[config.mk]
export PLATFORM = sky130hd
export DESIGN_NAME = oocs_ctrl
export DESIGN_NICKNAME = d
export VERILOG_FILES = /design/src/rtl/oocs_pkg.sv /design/src/rtl/oocs_sync.sv /design/src/rtl/oocs_hyst.sv /design/src/rtl/oocs_ctrl.sv
export VERILOG_INCLUDE_DIRS = /design/src /design/src/rtl
export SDC_FILE = /design/constraint.sdc
export NUM_CORES = 1
export LEC_CHECK = 0
export BUFFER_PORTS_ARGS = -buffer_cell sky130_fd_sc_hd__buf_2
export CORE_ASPECT_RATIO = 0.75
export CORE_UTILIZATION = 50
export CTS_BUF_LIST = sky130_fd_sc_hd__clkbuf_8
export CTS_CLUSTER_DIAMETER = 80
export DETAILED_ROUTE_END_ITERATION = 12
export GPL_ROUTABILITY_DRIVEN = 1
export GPL_TIMING_DRIVEN = 1
export PLACE_DENSITY_LB_ADDON = 0.15
export SYNTH_ARGS = -nofsm -noshare
export SYNTH_HDL_FRONTEND = slang
export SYNTH_SLANG_ARGS = --single-unit
[constraint.sdc]
create_clock -name sys_clk -period 9.6 [get_ports sys_clk]
set_input_delay 0.96 -clock sys_clk [delete_from_list [all_inputs] [get_ports sys_clk]]
set_output_delay 0.96 -clock sys_clk [all_outputs]
set_load 0.05 [all_outputs]
[src/rtl/oocs_params.svh]
// Purpose: Constants of the on/off cycle-skip switch controller.
// Assumes: Included by bare name from the package and the modules.
// Notes:   Analog quantities arrive as digital codes in the units named.
`ifndef OOCS_PARAMS_SVH
`define OOCS_PARAMS_SVH

// -----------------------------------------------------------------------------
// Clock and oscillator
// -----------------------------------------------------------------------------
`define OOCS_CLK_HZ 20000000
`define OOCS_CLK_PER_MHZ 20
`define OOCS_SW_HZ_LOW 44000
`define OOCS_SW_HZ_HIGH 130000
`define OOCS_MAX_DUTY_SIGNAL_PCT 67
`define OOCS_LEB_NS 200

// -----------------------------------------------------------------------------
// Thresholds
// -----------------------------------------------------------------------------
`define OOCS_EN_HI_UA 8'h32
`define OOCS_EN_LO_UA 8'h28
`define OOCS_UV_HI_MV 13'h16a8
`define OOCS_UV_LO_MV 13'h13ec
`define OOCS_LINE_ON_V 10'h00d
`define OOCS_LINE_OFF_V 10'h00c

// -----------------------------------------------------------------------------
// Widths
// -----------------------------------------------------------------------------
`define OOCS_CNT_W 16
`define OOCS_BLANK_W 8

`endif

[src/rtl/oocs_pkg.sv]
// Purpose: Types shared by the controller modules.
// Assumes: Constants come from oocs_params.svh.
// Notes:   The controller state is one packed struct.
`include "oocs_params.svh"
`default_nettype none

package oocs_pkg;

    // Cycle state, Gray coded along off, on, done.
    typedef enum logic [1:0]
    {
        OOCS_ST_OFF = 2'b00,
        OOCS_ST_ON = 2'b01,
        OOCS_ST_DONE = 2'b11
    } oocs_state_e;

    // All registered state of the controller.
    typedef struct packed
    {
        logic [`OOCS_CNT_W-1:0] osc_cnt;
        logic [`OOCS_BLANK_W-1:0] blank;
        oocs_state_e st;
        logic skipping;
        logic en_sample;
        logic cycle_start;
        logic max_duty;
        logic gate;
    } oocs_ctrl_s;

endpackage : oocs_pkg

`default_nettype wire

[src/rtl/oocs_sync.sv]
// Purpose: Two-flop synchroniser for independent single-bit levels.
// Assumes: Each bit is a level; bits are not related to each other.
// Notes:   The first stage feeds only the second stage.
`include "oocs_params.svh"
`default_nettype none

module oocs_sync #(
    parameter int unsigned WIDTH = 1
) (
    input wire logic sys_clk,
    input wire logic resetn,
    input wire logic [WIDTH-1:0] din,
    output logic [WIDTH-1:0] dout
);
    typedef struct packed
    {
        logic [WIDTH-1:0] meta;
        logic [WIDTH-1:0] sync;
    } oocs_sync_s;

    oocs_sync_s cur;
    oocs_sync_s next_cur;

    // Shift the input through two stages.
    always_comb
    begin
        next_cur.meta = din;
        next_cur.sync = cur.meta;
    end

    // Register the state.
    always_ff @(posedge sys_clk or negedge resetn)
    begin
        if (!resetn)
        begin
            cur <= '0;
        end
        else
        begin
            cur <= next_cur;
        end
    end

    assign dout = cur.sync;

endmodule : oocs_sync

`default_nettype wire

[src/rtl/oocs_hyst.sv]
// Purpose: Digital comparator with hysteresis on a measured code.
// Assumes: SET_AT is above CLR_BELOW.
// Notes:   The flag sets at or above SET_AT and clears below CLR_BELOW.
`include "oocs_params.svh"
`default_nettype none

module oocs_hyst #(
    parameter int unsigned WIDTH = 8,
    parameter logic [WIDTH-1:0] SET_AT = '1,
    parameter logic [WIDTH-1:0] CLR_BELOW = '0,
    parameter bit RST_VAL = 1'b0
) (
    input wire logic sys_clk,
    input wire logic resetn,
    input wire logic [WIDTH-1:0] level,
    output logic flag
);
    typedef struct packed
    {
        logic flag;
    } oocs_hyst_s;

    oocs_hyst_s cur;
    oocs_hyst_s next_cur;

    // The threshold in force depends on the present flag.
    always_comb
    begin
        next_cur = cur;
        if (level >= SET_AT)
        begin
            next_cur.flag = 1'b1;
        end
        else if (level < CLR_BELOW)
        begin
            next_cur.flag = 1'b0;
        end
    end

    // Register the state.
    always_ff @(posedge sys_clk or negedge resetn)
    begin
        if (!resetn)
        begin
            cur.flag <= RST_VAL;
        end
        else
        begin
            cur <= next_cur;
        end
    end

    assign flag = cur.flag;

    // Level at or above the upper threshold sets the flag.
    chk_hyst_set: assert property (@(posedge sys_clk) disable iff (!resetn)
        (level >= SET_AT) |=> flag)
        else $error("hysteresis flag did not set");

    // Flag holds between thresholds.
    chk_hyst_hold: assert property (@(posedge sys_clk) disable iff (!resetn)
        (level < SET_AT) && (level >= CLR_BELOW) |=> $stable(flag))
        else $error("hysteresis flag moved inside band");

endmodule : oocs_hyst

`default_nettype wire

[src/rtl/oocs_ctrl.sv]
// Purpose: On/off cycle-skip controller for an off-line power switch.
// Assumes: Inputs are synchronous codes; comparator and thermal bits are levels.
// Notes:   One oscillator cycle per period; decisions at the cycle start only.
//
// Function
// - Oscillator runs always, one cycle boundary per period regardless of switching.
// - Enable is sampled once at each cycle start; that sample decides.
// - Enable asserted runs a switching cycle; deasserted skips and resamples next cycle.
// - An enabled cycle turns the switch on at its beginning.
// - Current-limit trip turns the switch off for the rest of the cycle.
// - Switch is forced off when the maximum duty window ends.
// - A started cycle completes, ignoring enable changes until next sample.
// - Enable threshold has hysteresis: 50 uA, dropping to 40 uA once exceeded.
// - Nominal frequency is 44 kHz, or 130 kHz for the high-power variant.
// - On power-down switching stops near 12 V line, then stays off cleanly.
// - Maximum duty signal is high for 67% of each period.
// - Skipping doubles oscillator frequency, except on the high-power variant.
// - Current limit is ignored for a blanking time after each turn-on.
// - Undervoltage below 5.1 V disables switching until supply reaches 5.8 V.
`include "oocs_params.svh"
`default_nettype none

module oocs_ctrl #(
    parameter bit HIGH_POWER = 1'b0,
    parameter int unsigned LEB_NS = `OOCS_LEB_NS
) (
    input wire logic sys_clk,
    input wire logic resetn,
    input wire logic [7:0] enable_sink_ua,
    input wire logic [12:0] supply_mv,
    input wire logic [9:0] line_volts,
    input wire logic current_limit_trip,
    input wire logic thermal_disable,
    output logic switch_gate,
    output logic cycle_start,
    output logic max_duty_signal,
    output logic skip_active,
    output logic undervoltage
);
    import oocs_pkg::*;

    // -------------------------------------------------------------------------
    // Timing
    // -------------------------------------------------------------------------

    // Switching rate of the variant and the derived cycle counts.
    localparam int unsigned SW_HZ = HIGH_POWER ? `OOCS_SW_HZ_HIGH : `OOCS_SW_HZ_LOW;
    localparam int unsigned PERIOD_FULL = `OOCS_CLK_HZ / SW_HZ;
    localparam int unsigned PERIOD_SKIP = HIGH_POWER ? PERIOD_FULL : PERIOD_FULL / 2;
    localparam int unsigned MAX_DUTY_SIGNAL_FULL = PERIOD_FULL * `OOCS_MAX_DUTY_SIGNAL_PCT / 100;
    localparam int unsigned MAX_DUTY_SIGNAL_SKIP = PERIOD_SKIP * `OOCS_MAX_DUTY_SIGNAL_PCT / 100;
    localparam int unsigned LEB_RAW = (LEB_NS * `OOCS_CLK_PER_MHZ + 999) / 1000;
    localparam int unsigned LEB_CYC = (LEB_RAW < 1) ? 1 : LEB_RAW;

    localparam logic [`OOCS_CNT_W-1:0] P_FULL = `OOCS_CNT_W'(PERIOD_FULL);
    localparam logic [`OOCS_CNT_W-1:0] P_SKIP = `OOCS_CNT_W'(PERIOD_SKIP);
    localparam logic [`OOCS_CNT_W-1:0] D_FULL = `OOCS_CNT_W'(MAX_DUTY_SIGNAL_FULL);
    localparam logic [`OOCS_CNT_W-1:0] D_SKIP = `OOCS_CNT_W'(MAX_DUTY_SIGNAL_SKIP);
    localparam logic [`OOCS_BLANK_W-1:0] B_CYC = `OOCS_BLANK_W'(LEB_CYC);

    // -------------------------------------------------------------------------
    // Input conditioning
    // -------------------------------------------------------------------------

    logic en_pulled;
    logic supply_ok;
    logic line_ok;
    logic [2:0] sync_out;
    logic en_pulled_s;
    logic limit_s;
    logic thermal_s;
    logic en_asserted;
    logic disabled;

    // Pull-down current detector; reset as pulled so no cycle starts blind.
    oocs_hyst #(
        .WIDTH(8),
        .SET_AT(`OOCS_EN_HI_UA),
        .CLR_BELOW(`OOCS_EN_LO_UA),
        .RST_VAL(1'b1)
    ) u_en_hyst (
        .sys_clk(sys_clk),
        .resetn(resetn),
        .level(enable_sink_ua),
        .flag(en_pulled)
    );

    // Supply monitor with the undervoltage band.
    oocs_hyst #(
        .WIDTH(13),
        .SET_AT(`OOCS_UV_HI_MV),
        .CLR_BELOW(`OOCS_UV_LO_MV),
        .RST_VAL(1'b0)
    ) u_uv_hyst (
        .sys_clk(sys_clk),
        .resetn(resetn),
        .level(supply_mv),
        .flag(supply_ok)
    );

    // Line monitor; the small band avoids stray pulses while the line decays.
    oocs_hyst #(
        .WIDTH(10),
        .SET_AT(`OOCS_LINE_ON_V),
        .CLR_BELOW(`OOCS_LINE_OFF_V),
        .RST_VAL(1'b0)
    ) u_line_hyst (
        .sys_clk(sys_clk),
        .resetn(resetn),
        .level(line_volts),
        .flag(line_ok)
    );

    // Enable, limit and thermal levels cross into the oscillator clock.
    oocs_sync #(
        .WIDTH(3)
    ) u_sync (
        .sys_clk(sys_clk),
        .resetn(resetn),
        .din({en_pulled, current_limit_trip, thermal_disable}),
        .dout(sync_out)
    );

    // Unpack the synchronised bits and build the disable term.
    assign en_pulled_s = sync_out[2];
    assign limit_s = sync_out[1];
    assign thermal_s = sync_out[0];
    assign en_asserted = ~en_pulled_s;
    assign disabled = ~supply_ok | thermal_s | ~line_ok;

    // -------------------------------------------------------------------------
    // Oscillator and cycle state machine
    // -------------------------------------------------------------------------

    oocs_ctrl_s cur;
    oocs_ctrl_s next_cur;
    logic [`OOCS_CNT_W-1:0] period_cur;
    logic [`OOCS_CNT_W-1:0] max_duty_signal_next;
    logic [`OOCS_CNT_W-1:0] osc_inc;
    logic last_cnt;

    // Period of the running cycle and the wrap point of the counter.
    always_comb
    begin
        period_cur = cur.skipping ? P_SKIP : P_FULL;
        osc_inc = cur.osc_cnt + `OOCS_CNT_W'(1);
        last_cnt = (osc_inc >= period_cur);
    end

    // Next-state logic; a decision is taken only at the cycle boundary.
    always_comb
    begin
        next_cur = cur;
        next_cur.cycle_start = 1'b0;
        max_duty_signal_next = D_FULL;
        if (last_cnt)
        begin
            // Cycle boundary: sample enable once and choose on or skip.
            next_cur.osc_cnt = '0;
            next_cur.cycle_start = 1'b1;
            next_cur.en_sample = en_asserted;
            next_cur.skipping = ~en_asserted;
            next_cur.blank = B_CYC;
            if (en_asserted && !disabled)
            begin
                next_cur.st = OOCS_ST_ON;
            end
            else
            begin
                next_cur.st = OOCS_ST_OFF;
            end
        end
        else
        begin
            next_cur.osc_cnt = osc_inc;
            case (cur.st)
                OOCS_ST_ON:
                begin
                    if (cur.blank != '0)
                    begin
                        next_cur.blank = cur.blank - `OOCS_BLANK_W'(1);
                    end
                    // Enable is not looked at here, so the cycle completes.
                    if (disabled)
                    begin
                        next_cur.st = OOCS_ST_DONE;
                    end
                    else if (limit_s && (cur.blank == '0))
                    begin
                        next_cur.st = OOCS_ST_DONE;
                    end
                    else
                    begin
                        next_cur.st = OOCS_ST_ON;
                    end
                end
                OOCS_ST_OFF:
                begin
                    next_cur.st = OOCS_ST_OFF;
                end
                OOCS_ST_DONE:
                begin
                    next_cur.st = OOCS_ST_DONE;
                end
                default:
                begin
                    next_cur.st = OOCS_ST_OFF;
                end
            endcase
        end
        // Duty window of the cycle now running, from its own period.
        max_duty_signal_next = next_cur.skipping ? D_SKIP : D_FULL;
        next_cur.max_duty = (next_cur.osc_cnt < max_duty_signal_next);
        if ((next_cur.st == OOCS_ST_ON) && !next_cur.max_duty)
        begin
            next_cur.st = OOCS_ST_DONE;
        end
        next_cur.gate = (next_cur.st == OOCS_ST_ON) && !disabled;
    end

    // Register the state; the gate resets off.
    always_ff @(posedge sys_clk or negedge resetn)
    begin
        if (!resetn)
        begin
            cur <= '0;
        end
        else
        begin
            cur <= next_cur;
        end
    end

    // Outputs straight from flip-flops; undervoltage is the inverted supply flag.
    assign switch_gate = cur.gate;
    assign cycle_start = cur.cycle_start;
    assign max_duty_signal = cur.max_duty;
    assign skip_active = cur.skipping;
    assign undervoltage = ~supply_ok;

    // -------------------------------------------------------------------------
    // Checks
    // -------------------------------------------------------------------------

    // The counter never passes the full period.
    chk_osc_bound: assert property (@(posedge sys_clk) disable iff (!resetn)
        cur.osc_cnt < P_FULL)
        else $error("oscillator counter out of range");

    // Two cycle starts are never adjacent.
    chk_osc_runs: assert property (@(posedge sys_clk) disable iff (!resetn)
        cycle_start |=> !cycle_start ##1 !cycle_start)
        else $error("cycle start repeated too soon");

    // The enable sample changes only at a cycle start.
    chk_sample_once: assert property (@(posedge sys_clk) disable iff (!resetn)
        !cycle_start |-> $stable(cur.en_sample))
        else $error("enable sampled mid cycle");

    // A skipped cycle keeps the switch off.
    chk_skip_off: assert property (@(posedge sys_clk) disable iff (!resetn)
        cycle_start && !cur.en_sample |-> !switch_gate && skip_active)
        else $error("switch on in a skipped cycle");

    // An enabled cycle turns on with its start.
    chk_start_on: assert property (@(posedge sys_clk) disable iff (!resetn)
        cycle_start && cur.en_sample && !$past(disabled) |-> switch_gate)
        else $error("enabled cycle did not turn on");

    // A trip after blanking ends conduction on the next edge.
    chk_limit_off: assert property (@(posedge sys_clk) disable iff (!resetn)
        switch_gate && limit_s && (cur.blank == '0) && !last_cnt |=> !switch_gate)
        else $error("current limit did not end the pulse");

    // Conduction lies inside the duty window.
    chk_max_duty_signal_off: assert property (@(posedge sys_clk) disable iff (!resetn)
        !max_duty_signal |-> !switch_gate)
        else $error("switch on outside duty window");

    // With no stop condition the pulse continues whatever enable does.
    chk_hold_cycle: assert property (@(posedge sys_clk) disable iff (!resetn)
        switch_gate && !limit_s && !disabled && !last_cnt
        && (osc_inc < (cur.skipping ? D_SKIP : D_FULL)) |=> switch_gate)
        else $error("pulse ended early");

    // Turn-on spikes cannot end the pulse at once.
    chk_blank_ignore: assert property (@(posedge sys_clk) disable iff (!resetn)
        $rose(switch_gate) && !disabled && (osc_inc < D_SKIP) |=> switch_gate || $past(disabled))
        else $error("pulse ended inside blanking");

    // Any disable holds the gate off from the next edge.
    chk_disable_off: assert property (@(posedge sys_clk) disable iff (!resetn)
        disabled |=> !switch_gate)
        else $error("gate on while disabled");

    // Skipped cycles run at the skip period, which is shortened except on the high-power variant.
    chk_skip_period: assert property (@(posedge sys_clk) disable iff (!resetn)
        skip_active |-> cur.osc_cnt < P_SKIP)
        else $error("skip period too long");

endmodule : oocs_ctrl

`default_nettype wire

Word level (Yosys, flattened, before mapping):

Cells that the tools add are included.

* register bits after elaboration: 40
* latch bits: 0
* RAM bits: 0
* bits in read-only memories: 0
* input port bits: 35
* output and inout bits: 5
* logic and storage cells: 63
* memories: 0

* add/sub/neg operators: 2
* multiply operators: 0
* divide/modulo/power cells: 0
* magnitude comparators: 8
* equality and inequality tests: 4
* shift operators: 0
* mux-type cells: 17
* bitwise logic cells: 5
* reduce and logical (&&, ||, !) cells: 14

Operators with widths (count)
* $mux 26: 1
* $mux 9: 2
* $add 16x1->16 const B: 1
* $ge 16x9->1: 1
* $lt 16x9->1: 1
* $mux 8: 2
* $ge 13x13->1 const B: 1
* $lt 13x13->1 const B: 1
* $ge 10x4->1 const B: 1
* $lt 10x4->1 const B: 1
* $reduce_bool 2->1: 5
* $ge 8x6->1 const B: 1
* $logic_not 8->1: 1
* $lt 8x6->1 const B: 1
* $reduce_bool 8->1: 1
* $sub 8x1->8 const B: 1
* $mux 1: 7
* $eq 2x1->1 const B: 3
* $mux 2: 3
* $logic_and 1x1->1: 4
* $pmux 2 s2: 1
* $mux 3: 1
* $not 1->1: 3
* $eq 2x2->1 const B: 1
* 3 further kinds: 5

Longest topological paths before layout:

* depth after elaboration: 13
* gate-level depth with buffers: 19

Cells and area by module:

From an unflattened synthesis, not the netlist that was laid out.

* cells, all modules: 185
* area, all modules: 1943.1 um^2

Modules (own cells, without submodules)
* oocs_ctrl: times used 1, cells each 155, area an instance 1572.8 um^2, seq. area each 750.7 um^2
* oocs_sync: times used 1, cells each 9, area an instance 172.7 um^2, seq. area each 150.1 um^2
* oocs_hyst (u_uv_hyst): times used 1, cells each 11, area an instance 97.6 um^2, seq. area each 25.0 um^2
* oocs_hyst (u_en_hyst): times used 1, cells each 5, area an instance 51.3 um^2, seq. area each 26.3 um^2
* oocs_hyst (u_line_hyst): times used 1, cells each 5, area an instance 48.8 um^2, seq. area each 25.0 um^2

Worst setup path after synthesis:

Ideal clock, no wire load.

* kind: register to register
* from: reg cur[15] (netlist bit)
* to: reg cur, in the netlist switch_gate
* library setup time: 0.078 ns
* arrival: 3.789 ns
* required time: 9.522 ns
* slack: 5.734 ns
* stages on the path, launching flop included: 19
* buffers on the path: 2
* period minus slack after synthesis: 3.866 ns
* cell sequence: dfrtp_1 -> ha_1 -> nand2_1 -> nor2_1 -> nand2_1 -> xnor2_1 -> ha_1 -> a21oi_1 -> o21ai_0 -> or4_1 -> clkbuf_1 -> clkbuf_1 -> o21ai_0 -> ha_1 -> inv_1 -> a211oi_1 -> o311a_1 -> or4_1 -> a21oi_1

RTL lines
* start, declared: line oocs_ctrl.sv:135 `oocs_ctrl_s cur;`
* start signal, assigned: line oocs_ctrl.sv:230 `cur <= next_cur;`

==> metrics.txt <==
worst clock skew=10.9 ps; main area contributors after synthesis=dfrtp_1, ha_1, nor2_1; Hold Path Depth=0; Final setup viols=0; warnings from Yosys=0; placed cells=277; max-cap viol count=0; achievable clock frequency=0.227 GHz; DR WL/cell=12.8 um; largest area contributor in the netlist=dfrtp_1; CP endpoint kind=flop; Vias=1,524; sequential area share after synthesis=51.4%; starting density of the core=55.1%; global-route wire length before repair=6.31 mm; most common cell after layout, fill and taps aside=dfrtp_1; Synth Cell Area=1900 sq um; most frequent cells in the layout=dfrtp_1, buf_2, nor2_1; num ports=40; clock root cell=clkbuf_8; Critical Path AT=4610 ps; Crit path top cell by count=ha_1; Routed Antenna Nets=0; DIE AREA=4050 sq um; fin. max-slew vios=0; Clock Latency Late Sink=290 ps; Clock Sinks=39; Post-synth EDFFs=0; Reg clk slew, reported paths=80 ps; largest net degree at the start of global routing=40; Synth async-reset ratio=100%; total power=0.000295 W; grt total ovfl=0; delay of the slowest cell on the worst path=920 ps; unrepaired setup endpoints after global routing=false; Pleak=0.996 nW; Final nets=277; Hold Fails Final Rpt=0; routability cong.=0.832; Die X=73.2 um; Seq cells post-synth=39; CTS tree=built; CP Max Fanout=29; syn_area_per_cell=10.0 sq um; reg2reg end=switch_gate; core box area=3450 sq um; library cells used by synthesis=37; Critical Path RT=9810 ps; Pre-antenna DRT Iters=4; row cnt=18; postcts setup bufs=0; CP Launch Type=flop; Final Non-Filler Cells=285; status=complete, no violations; Layout area overhead=17.4%; setup TNS=0 ps; Final period util=45.9%; Antenna diodes=0; Most used DFF post-synth=dfrtp_1; Port Buffers=36; Period minus WS final=4410 ps; CTS Hold Bufs=0; cell count after synthesis=189; Max stage delay cell, worst path=or4_1; Post-DP Area=2150 sq um; Hold WC Path Type=flop to flop; share of layout cells above drive strength 1=19.1%; Slew @ Worst Pin=872 ps; cells along the critical path=ha_1 -> nand2_1 -> nor2_1 -> nand2_1 -> xnor2_1 -> ha_1 -> a21oi_1 -> o21ai_0 -> or4_1 -> o21ai_0 -> ha_1 -> inv_1 -> a211oi_1 -> o311a_1 -> or4_1 -> a21oi_1; clock buffer depth=2; CP Class=flop to flop; P per Cell Area=132 nW/um^2; Die H=55.4 um; post-CTS sizing=0; Worst VDD drop=0.0998 mV; vias in the first global route=1,462; initial antenna violation count=0; GRT Util Overall=20.5%; RR Startpoint=cur[15]; drt total wl=3.65 mm; hold_sp=u_sync.cur[3]; vias per inst=5.35; H-tree Lvls=2; CTS buffer count=5; Hold EP=u_sync.dout[0]; Iter 0 DRT Violations=106; fin util=64.7%; top cell type's share of synthesized area=50.1%; Rel. slew slack=41.9%; Reg2Reg Depth=16; R2R Setup Slk=5190 ps; DPL Wire Length=2.75 mm; fin area=2230 sq um; DRC Markers=0
[state kept, by name, summed over array words and instances, names as in the netlist]
register,cells
cur,26
cycle_start,1
max_duty_signal,1
skip_active,1
switch_gate,1
u_en_hyst.flag,1
u_line_hyst.flag,1
u_sync.cur,3
u_sync.dout,3
u_uv_hyst.flag,1
[synthesized netlist by cell type, types with 3 or more instances]
cell type   n
a211oi_1    4
a21oi_1     5
clkbuf_1    3
dfrtp_1    38
ha_1        8
inv_1      10
nand2_1    12
nand2b_1    6
nand3_1     8
nand4_1     3
nor2_1     24
nor2b_1     5
nor3_1      6
nor4_1      5
o211ai_1    3
o21ai_0     9
or3_1       3
or4_1       3
xnor2_1    10
xor2_1      7
[critical path, delay by kind of cell, from the launching register on]
kind                       cells  cell delay [ps]
and+or+nand+nor                5             1760
AOI/OAI and AO/OA              6             1160
adders and majority gates      3              770
DFF                            1              420
xor gates and xnor gates       1              140
buffers and inverters          1               60
[worst max-delay path by stage]
stage                     slack (ps)          end  cells after the start     from
final                           5190  switch_gate                     16  cur[15]
after global routing            4810  switch_gate                     16  cur[15]
after CTS                       5220  switch_gate                     16  cur[15]
after detailed placement        5250  switch_gate                     16  cur[15]
after global placement          5290  switch_gate                     16  cur[15]
after floorplan                 5730  switch_gate                     18  cur[15]
[logic make-up after synthesis]
| group | count (synthesis) | synth area share, % |
|---|---|---|
| xor+xnor | 17 | 7.84 |
| fa+ha+maj | 8 | 5.27 |
| compound gates | 31 | 11.4 |
| simple gates | 79 | 21.0 |
| other cells | 1 | 0.197 |
| flops | 39 | 51.4 |
| buf+inv | 14 | 2.83 |
[power breakdown]
group / leakage (nW) / internal, W / switching (W) / total, W
clock network: 0.0505 / 0.0000488 / 0.0000533 / 0.000102
registers: 0.481 / 0.000168 / 0.00000347 / 0.000172
logic: 0.465 / 0.00000894 / 0.0000121 / 0.0000210
total: 0.996 / 0.000226 / 0.0000688 / 0.000295
[through the flow]
step	setup WS (ps)	hold slack [ps]
floorplan	5730	331
global placement	5290	334
detailed placement	5250	337
CTS	5220	352
global route	4810	359
finish	5190	352
[routing by layer]
layer | wire, um | vias up | global-route usage [%]
met4 | 14 | 0 | 4.20
met3 | 191 | 2 | 6.57
met2 | 1820 | 41 | 34.0
met5 | 0 | - | 0
li1 | - | 750 | -
met1 | 1620 | 731 | 26.1
[cell type report]
cell class                      instances  area [sq um]
Multi-Input combinational cell        142           891
Fill cell                             292          1220
Sequential cell                        39           977
Tap cell                               50          62.6
Clock buffer                            5          68.8
Clock inverter                          3          12.5
Timing Repair Buffer                   36           180
Inverter                               10          37.5
(Power assumes the default switching activity.)
